[src/inc/soc_pkg.sv]
// Constants for the synthesizer output configuration register bank
package soc_pkg;
    localparam int WORD_W          = 32;
    localparam int SEL_W           = 3;
    // Register-select codes in the low bits of each loaded word
    localparam logic [2:0] SEL_REG0 = 3'h0;
    localparam logic [2:0] SEL_REG1 = 3'h1;
    localparam logic [2:0] SEL_REG2 = 3'h2;
    localparam logic [2:0] SEL_OUT  = 3'h4;
    localparam logic [2:0] SEL_LOCK = 3'h5;
    // Word 0 fields
    localparam int INT_LSB   = 15;
    localparam int INT_W     = 16;
    localparam int NUM_LSB   = 3;
    localparam int NUM_W     = 12;
    // Word 1 fields
    localparam int DEN_LSB   = 3;
    localparam int DEN_W     = 12;
    // Word 2 fields
    localparam int DBL_BIT   = 25;
    localparam int HALF_BIT  = 24;
    localparam int RCNT_LSB  = 14;
    localparam int RCNT_W    = 10;
    localparam int DBUF_BIT  = 13;
    // Output stage configuration fields
    localparam int FBSEL_BIT = 23;
    localparam int DIVS_LSB  = 20;
    localparam int DIVS_W    = 3;
    localparam int BSCD_LSB  = 12;
    localparam int BSCD_W    = 8;
    localparam int VCOPD_BIT = 11;
    localparam int MTLD_BIT  = 10;
    localparam int AUXS_BIT  = 9;
    localparam int AUXE_BIT  = 8;
    localparam int AUXP_LSB  = 6;
    localparam int PWR_W     = 2;
    localparam int RFE_BIT   = 5;
    localparam int RFP_LSB   = 3;
    // Lock-detect pin configuration field
    localparam int LDPIN_LSB = 22;
    localparam int LDPIN_W   = 2;
    // Reset values
    localparam logic [WORD_W-1:0] OUT_RST  = 32'h0000_0000;
    localparam logic [WORD_W-1:0] LOCK_RST = 32'h0000_0000;
    // Output divider ratio width (largest ratio 64)
    localparam int RATIO_W   = 7;
    localparam logic [2:0] DIVS_MAX = 3'h6;
endpackage

[src/hdl/soc_cfg.sv]
// Output and lock-detect configuration decode of the synthesizer
// What this block does
// - Select 100 updates output config register only
// - DB23 chooses oscillator or divider feedback
// - DB22:DB20 selects output divider ratio
// - DB19:DB12 divides reference for band clock
// - DB11 powers oscillator down or up
// - DB10 mutes RF stage until lock
// - DB9 picks divided or fundamental aux source
// - DB8 enables auxiliary output
// - DB7:DB6 sets auxiliary power level
// - DB5 enables primary RF output
// - DB4:DB3 sets primary power level
// - Select 101 updates lock-detect config only
// - DB23:DB22 choose lock pin function
// - Phase clock from R and halving; doubler bit is only reported
// - Output frequency from INT, fraction, divider
// - Fractional modulus is a 12-bit field
// - Halving gives 50% duty phase clock
// - DB13 double buffers the divider field
module soc_cfg
    import soc_pkg::*;
(
    input  wire logic                      i_clock,
    input  wire logic                      i_sys_rst,
    input  wire logic                      i_word_load,
    input  wire logic [soc_pkg::WORD_W-1:0] i_word,
    input  wire logic                      i_lock_detect,
    input  wire logic                      i_ref_pulse,
    output logic                           o_fb_from_osc,
    output logic [soc_pkg::RATIO_W-1:0]    o_out_div_ratio,
    output logic                           o_osc_power_down,
    output logic                           o_rf_stage_powered,
    output logic                           o_aux_fundamental,
    output logic                           o_aux_enable,
    output logic [soc_pkg::PWR_W-1:0]      o_aux_power,
    output logic                           o_rf_enable,
    output logic [soc_pkg::PWR_W-1:0]      o_rf_power,
    output logic [soc_pkg::LDPIN_W-1:0]    o_lock_pin_mode,
    output logic                           o_band_clk_en,
    output logic                           o_pfd_clk,
    output logic                           o_ref_doubled,
    output logic [soc_pkg::RCNT_W:0]       o_pfd_ref_div,
    output logic [31:0]                    o_n_numerator,
    output logic [soc_pkg::DEN_W-1:0]      o_fractional_modulus
);
    import soc_pkg::*;

    logic [WORD_W-1:0]   output_stage_config_r;
    logic [WORD_W-1:0]   lock_pin_config_r;
    logic [INT_W-1:0]    int_r;
    logic [NUM_W-1:0]    fraction_numerator_r;
    logic [DEN_W-1:0]    fractional_modulus_r;
    logic                dbl_r;
    logic                half_r;
    logic [RCNT_W-1:0]   rcnt_r;
    logic                dbuf_r;
    logic [DIVS_W-1:0]   divs_act_r;
    logic [RCNT_W-1:0]   rdiv_cnt_r;
    logic                rout_r;
    logic [BSCD_W-1:0]   bs_cnt_r;
    logic                pfd_tgl_r;
    logic [SEL_W-1:0]    sel;
    logic                ld_out;
    logic                ld_lock;
    logic [DIVS_W-1:0]   divs_new;
    logic [BSCD_W-1:0]   bs_div;
    logic [RCNT_W-1:0]   r_div;

    assign sel      = i_word[SEL_W-1:0];
    assign ld_out   = i_word_load && (sel == SEL_OUT);
    assign ld_lock  = i_word_load && (sel == SEL_LOCK);
    assign divs_new = i_word[DIVS_LSB +: DIVS_W];
    // A zero divider value is taken as divide by one
    assign bs_div   = (output_stage_config_r[BSCD_LSB +: BSCD_W] == '0) ? 8'h01
                      : output_stage_config_r[BSCD_LSB +: BSCD_W];
    assign r_div    = (rcnt_r == '0) ? 10'h001 : rcnt_r;

    // Output stage configuration word; other codes leave it alone
    always_ff @(posedge i_clock)
    begin
        if (i_sys_rst)
        begin
            output_stage_config_r <= OUT_RST;
        end
        else if (ld_out)
        begin
            output_stage_config_r <= i_word;
        end
    end

    // Lock-detect pin configuration word
    always_ff @(posedge i_clock)
    begin
        if (i_sys_rst)
        begin
            lock_pin_config_r <= LOCK_RST;
        end
        else if (ld_lock)
        begin
            lock_pin_config_r <= i_word;
        end
    end

    // Counter words that the frequency relations need
    always_ff @(posedge i_clock)
    begin
        if (i_sys_rst)
        begin
            int_r                <= '0;
            fraction_numerator_r <= '0;
            fractional_modulus_r <= '0;
            dbl_r                <= 1'b0;
            half_r               <= 1'b0;
            rcnt_r               <= '0;
            dbuf_r               <= 1'b0;
        end
        else if (i_word_load)
        begin
            case (sel)
                SEL_REG0:
                begin
                    int_r                <= i_word[INT_LSB +: INT_W];
                    fraction_numerator_r <= i_word[NUM_LSB +: NUM_W];
                end
                SEL_REG1:
                begin
                    fractional_modulus_r <= i_word[DEN_LSB +: DEN_W];
                end
                SEL_REG2:
                begin
                    dbl_r  <= i_word[DBL_BIT];
                    half_r <= i_word[HALF_BIT];
                    rcnt_r <= i_word[RCNT_LSB +: RCNT_W];
                    dbuf_r <= i_word[DBUF_BIT];
                end
                // Output and lock words and unused codes leave these alone
                default:
                begin
                    int_r <= int_r;
                end
            endcase
        end
    end

    // Active divider select: direct, or held until the next word-0 load
    always_ff @(posedge i_clock)
    begin
        if (i_sys_rst)
        begin
            divs_act_r <= '0;
        end
        else if (ld_out && !dbuf_r)
        begin
            divs_act_r <= divs_new;
        end
        else if (dbuf_r && i_word_load && (sel == SEL_REG0))
        begin
            divs_act_r <= output_stage_config_r[DIVS_LSB +: DIVS_W];
        end
    end

    // Reference counter: one output pulse every R reference events
    always_ff @(posedge i_clock)
    begin
        if (i_sys_rst)
        begin
            rdiv_cnt_r <= '0;
            rout_r     <= 1'b0;
        end
        else
        begin
            // Counter output is a single-cycle pulse
            rout_r <= 1'b0;
            if (i_ref_pulse)
            begin
                if (rdiv_cnt_r >= r_div - 10'h001)
                begin
                    rdiv_cnt_r <= '0;
                    rout_r     <= 1'b1;
                end
                else
                begin
                    rdiv_cnt_r <= rdiv_cnt_r + 10'h001;
                end
            end
        end
    end

    // Band-select clock enable: R counter output divided by the field
    always_ff @(posedge i_clock)
    begin
        if (i_sys_rst)
        begin
            bs_cnt_r      <= '0;
            o_band_clk_en <= 1'b0;
        end
        else
        begin
            o_band_clk_en <= 1'b0;
            if (rout_r)
            begin
                if (bs_cnt_r >= bs_div - 8'h01)
                begin
                    bs_cnt_r      <= '0;
                    o_band_clk_en <= 1'b1;
                end
                else
                begin
                    bs_cnt_r <= bs_cnt_r + 8'h01;
                end
            end
        end
    end

    // Phase clock: toggle flip-flop when halving, else the R counter pulse
    always_ff @(posedge i_clock)
    begin
        if (i_sys_rst)
        begin
            pfd_tgl_r <= 1'b0;
            o_pfd_clk <= 1'b0;
        end
        else
        begin
            if (rout_r)
            begin
                pfd_tgl_r <= ~pfd_tgl_r;
            end
            if (half_r)
            begin
                o_pfd_clk <= rout_r ? ~pfd_tgl_r : pfd_tgl_r;
            end
            else
            begin
                o_pfd_clk <= rout_r;
            end
        end
    end

    // Decoded output stage controls
    always_ff @(posedge i_clock)
    begin
        if (i_sys_rst)
        begin
            o_fb_from_osc      <= 1'b0;
            // Divide by one until a divider code arrives
            o_out_div_ratio    <= 7'h01;
            o_osc_power_down   <= 1'b0;
            o_rf_stage_powered <= 1'b0;
            o_aux_fundamental  <= 1'b0;
            o_aux_enable       <= 1'b0;
            o_aux_power        <= '0;
            o_rf_enable        <= 1'b0;
            o_rf_power         <= '0;
            o_lock_pin_mode    <= '0;
        end
        else
        begin
            o_fb_from_osc      <= output_stage_config_r[FBSEL_BIT];
            // Codes above the largest ratio are clamped to divide by 64
            o_out_div_ratio    <= RATIO_W'(1) << ((divs_act_r > DIVS_MAX)
                                  ? DIVS_MAX : divs_act_r);
            o_osc_power_down   <= output_stage_config_r[VCOPD_BIT];
            // A muted stage also stays off while disabled or powered down
            o_rf_stage_powered <= output_stage_config_r[RFE_BIT]
                                  && !output_stage_config_r[VCOPD_BIT]
                                  && (!output_stage_config_r[MTLD_BIT]
                                      || i_lock_detect);
            o_aux_fundamental  <= output_stage_config_r[AUXS_BIT];
            o_aux_enable       <= output_stage_config_r[AUXE_BIT];
            o_aux_power        <= output_stage_config_r[AUXP_LSB +: PWR_W];
            o_rf_enable        <= output_stage_config_r[RFE_BIT];
            o_rf_power         <= output_stage_config_r[RFP_LSB +: PWR_W];
            o_lock_pin_mode    <= lock_pin_config_r[LDPIN_LSB +: LDPIN_W];
        end
    end

    // Frequency relation terms: f_pfd = ref*doubled/div, N = numer/modulus
    always_ff @(posedge i_clock)
    begin
        if (i_sys_rst)
        begin
            o_ref_doubled        <= 1'b0;
            o_pfd_ref_div        <= '0;
            o_n_numerator        <= '0;
            o_fractional_modulus <= '0;
        end
        else
        begin
            o_ref_doubled        <= dbl_r;
            // Halving doubles the effective reference divide
            o_pfd_ref_div        <= half_r ? {r_div, 1'b0} : {1'b0, r_div};
            o_n_numerator        <= 32'(int_r) * 32'(fractional_modulus_r)
                                    + 32'(fraction_numerator_r);
            o_fractional_modulus <= fractional_modulus_r;
        end
    end
endmodule

[config.mk]
export PLATFORM = sky130hd
export DESIGN_NAME = soc_cfg
export DESIGN_NICKNAME = d
export VERILOG_FILES = /design/src/inc/soc_pkg.sv /design/src/hdl/soc_cfg.sv
export SDC_FILE = /design/constraint.sdc
export NUM_CORES = 1
export LEC_CHECK = 0
export BUFFER_PORTS_ARGS = -buffer_cell sky130_fd_sc_hd__buf_2
export CAP_MARGIN = 20
export CORE_ASPECT_RATIO = 1.5
export CORE_MARGIN = 2
export CORE_UTILIZATION = 38
export CTS_BUF_LIST = sky130_fd_sc_hd__clkbuf_8
export DETAILED_ROUTE_END_ITERATION = 16
export GPL_TIMING_DRIVEN = 0
export MAX_ROUTING_LAYER = met4
export SLEW_MARGIN = 20
export SYNTH_ARGS = -nofsm -noshare
export SYNTH_HDL_FRONTEND = slang
export SYNTH_SLANG_ARGS = --single-unit
[constraint.sdc]
create_clock -name i_clock -period 5.74 [get_ports i_clock]
set_input_delay 1.722 -clock i_clock [delete_from_list [all_inputs] [get_ports i_clock]]
set_output_delay 1.722 -clock i_clock [all_outputs]
set_load 0.05 [all_outputs]
==> impl_metrics.toml <==
[status]
status = "completed"

[floorplan]
ios = 114
die_h_um = 231
core.rowCount = 83
die_area_sq_mm = 0.0360
coreArea_sq_mm = 0.0342
start_util_pct = 38.4
fp.dieW_um = 156

[pwr]
p_leak_nw = 7.02
p_clk_share_pct = 36.4
p_seq_share_pct = 52.4
peakVddDrop_uv = 187
p_per_area_mw_per_mm2 = 160
sw_frac_of_total_pct = 30.9
p_int_w = 0.00164
p_switching_w = 0.000734
p_comb_share_pct = 11.3

[synth]
synthArstFlopShare_pct = 0
yosysTopAreaCell = "dfxtp_1"
synth_cells = 1506
synth_edf_count = 0
ys.flop_type = "dfxtp_1"
yosysTopAreaCellShare_pct = 26.4
synthDistinctLibCells = 61
synth.most_common_cell = "nand2_1"
synth_area_sq_mm = 0.0131
synth.area.top_cells = "dfxtp_1, fa_1, ha_1"
synth_warnings = 0
ys_ff_latch = 173
syn_avg_cell_area_sq_um = 8.71
synth_common_cells = "nand2_1, inv_1, dfxtp_1"
yosysSeqAreaShare_pct = 26.4

[final_layout]
areaGrowthSynthToFinish_pct = 13.5
final_net_count = 1929
drive_above_1_share_pct = 13.1
diodes = 0

[route]
top_layer_used = "met4"
wl_met2_mm = 20.2
wirelength_mm = 36.7
via_per_inst = 5.05
wl_met1_mm = 13.0
ant_nets = 0
drcViolationCount = 0
routedWlPerCell_um = 17.7
dr.pass1.iters = 7
drtIter0Drc = 514
met3WireLength_mm = 1.20
routed-via-count = 10480

[critical_path]
reg2reg_to = "o_n_numerator[27]"
cp.arrival_ps = 5960
cp_slowest_stage_delay_ps = 550
rr_worst_depth = 18
regToRegSetupSlack_ps = 190
crit_top_cell = "fa_1"
r2r_start = "fractional_modulus_r[5]"
cp_top_family = "adder cells"
cp-end-kind = "flop"
cp.buffers_inverters = 4
start_kind = "flop"
path_max_fanout = 10
slowest_stage = "fa_1"
crit_required_ps = 6150
path_cells = "clkbuf_4 > nand2_1 > fa_1 > fa_1 > inv_1 > fa_1 > fa_1 > inv_1 > fa_1 > inv_1 > ha_2 > and4_1 > and3_1 > a221oi_2 > a21oi_1 > o311ai_2 > nand3_1 > a21oi_1"
critPathKind = "flop to flop"

[sta]
drv_slew = 0
tns_ps = 0
whs_ps = 453
min_period_over_period_pct = 96.6
finalHoldViolations = 0
setup_viol = 0
worst_slack_ps = 193
post-route-min-period_ps = 5550
rsz0062_at_grt = "no"
maxSlewHeadroom_pct = 35.2
max_slew.worst_pin.slew_ps = 971
finClkSkew_ps = 17.4
fmaxAchievable_ghz = 0.180

[cts]
insertion_delay_ps = 500
path_clk_slew_ps = 110
htreeDepth = 4
cts_tree = "built"
cts_buffer_depth = 2
numCtsBuffers = 17
cts.sinks = 173
cts_root_buf = "clkbuf_8"

[global_route]
grtUsageTotal_pct = 21.4
grt_max_degree = 20
grt_pass1_vias = 10745
globalRoute.totalOverflow = 0
antenna_found_initial = 0
grt_pass1_wl_mm = 57.2

[worst_hold_path]
holdPathStages = 1
hold_path_class = "flop to flop"
hold_end = "o_rf_stage_powered"
holdCritStartpoint = "output_stage_config_r[11]"

[placement]
dp_hpwl_mm = 30.3
post-place-ws_ps = -724
port_buffers = 107
gp_congestion = 1.01

[run]
drv_cap = 0
## power by group through the flow
stage / combinational (W) / sequential, W / clock [W]
floorplan: 0.000152 / 0.00129 / 0
global placement: 0.000261 / 0.00127 / 0
detailed placement: 0.000263 / 0.00127 / 0
CTS: 0.000265 / 0.00125 / 0.000897
global route: 0.000294 / 0.00125 / 0.000933
finish: 0.000267 / 0.00124 / 0.000864
## layout make-up
cell class,instances,area [sq um]
multi-input combinational,1059,8640
clock buffer,17,234
buffer,72,447
tap,425,532
timing repair buffer,115,596
clock inverter,15,165
inverter,200,751
fill,3437,19300
sequential,173,3510
## kinds of logic (layout without fill, tap and decap cells)
kind of cell	Yosys count	after routing	synth area share, %
flip-flops	173	173	26.4
adder cells (fa/ha/maj)	254	254	32.9
buffers and inverters	276	419	8.03
multiplexers	13	13	1.03
AO/OA/AOI/OAI	189	189	8.69
XOR/XNOR	48	48	3.21
AND/OR/NAND/NOR	552	552	19.7
other	1	3	0.0286
## layer usage
metal | track usage [%] | up-vias
met1 | 21.3 | 5118
met5 | - | -
met2 | 40.2 | 280
met4 | 12.1 | 0
met3 | 2.28 | 103
li1 | - | 4979
## registers in the layout (all words and copies together), names as in the netlist, 2 cells and up
signal	cells
bs_cnt_r	8
divs_act_r	3
fraction_numerator_r	12
fractional_modulus_r	12
int_r	16
lock_pin_config_r	2
o_aux_power	2
o_fractional_modulus	12
o_lock_pin_mode	2
o_n_numerator	29
o_out_div_ratio	7
o_pfd_ref_div	11
o_rf_power	2
output_stage_config_r	21
rcnt_r	10
rdiv_cnt_r	10
## how the worst max path moves through the flow
stage,startpoint,to,depth (start not counted),slack (ps)
finish,fractional_modulus_r[5],o_n_numerator[27],18,190
global route,fractional_modulus_r[5],o_n_numerator[27],18,0.5
CTS,int_r[2],o_n_numerator[28],18,-20
detailed placement,fractional_modulus_r[3],o_n_numerator[28],19,-720
global placement,fractional_modulus_r[3],o_n_numerator[28],19,-710
floorplan,fractional_modulus_r[6],o_n_numerator[28],19,320
## placed cells by master, fill, tap and decap left out, types with 4 or more instances in the layout
cell type	netlist	layout
nand2_1	286	286
inv_1	200	200
dfxtp_1	173	155
fa_1	152	152
buf_2	1	110
a21oi_1	110	108
ha_1	102	98
and2_1	97	97
nor2_1	65	65
clkbuf_1	68	36
nor2b_1	35	35
xnor2_1	26	26
clkbuf_8	0	23
xor2_1	22	22
a21o_1	18	18
buf_4	4	15
o21ai_0	15	14
and3_1	13	13
nand3_1	12	12
mux2i_1	12	12
clkbuf_4	0	11
nor3_1	11	11
dfxtp_4	0	11
nand4_1	8	8
dfxtp_2	0	7
buf_6	0	6
nand2b_1	6	6
a211oi_1	5	5
inv_8	0	5
a31oi_1	5	4
o21a_1	4	4
o211ai_1	4	4
ha_2	0	4
inv_6	0	4
## what timing repair did
item                                    4_1_cts  5_1_grt
gates resized for setup                      71       54
hold buffers                                  0        0
setup buffers                                 0        8
pin swaps                                     0        2
endpoints found under the setup margin       14        7
## through the flow
| step | cells | util, % | power [W] | instance area [sq um] |
|---|---|---|---|---|
| 2_1_floorplan | 1508 | - | 0.00144 | 13100 |
| 3_3_place_gp | 2040 | 41.5 | 0.00153 | 14200 |
| 3_5_place_dp | 2040 | 41.5 | 0.00154 | 14200 |
| 4_1_cts | 2069 | 43.1 | 0.00241 | 14700 |
| 5_1_grt | 2076 | 43.5 | 0.00248 | 14900 |
| 6_report | 2076 | 43.5 | 0.00238 | 14900 |
(Power assumes the default switching activity.)
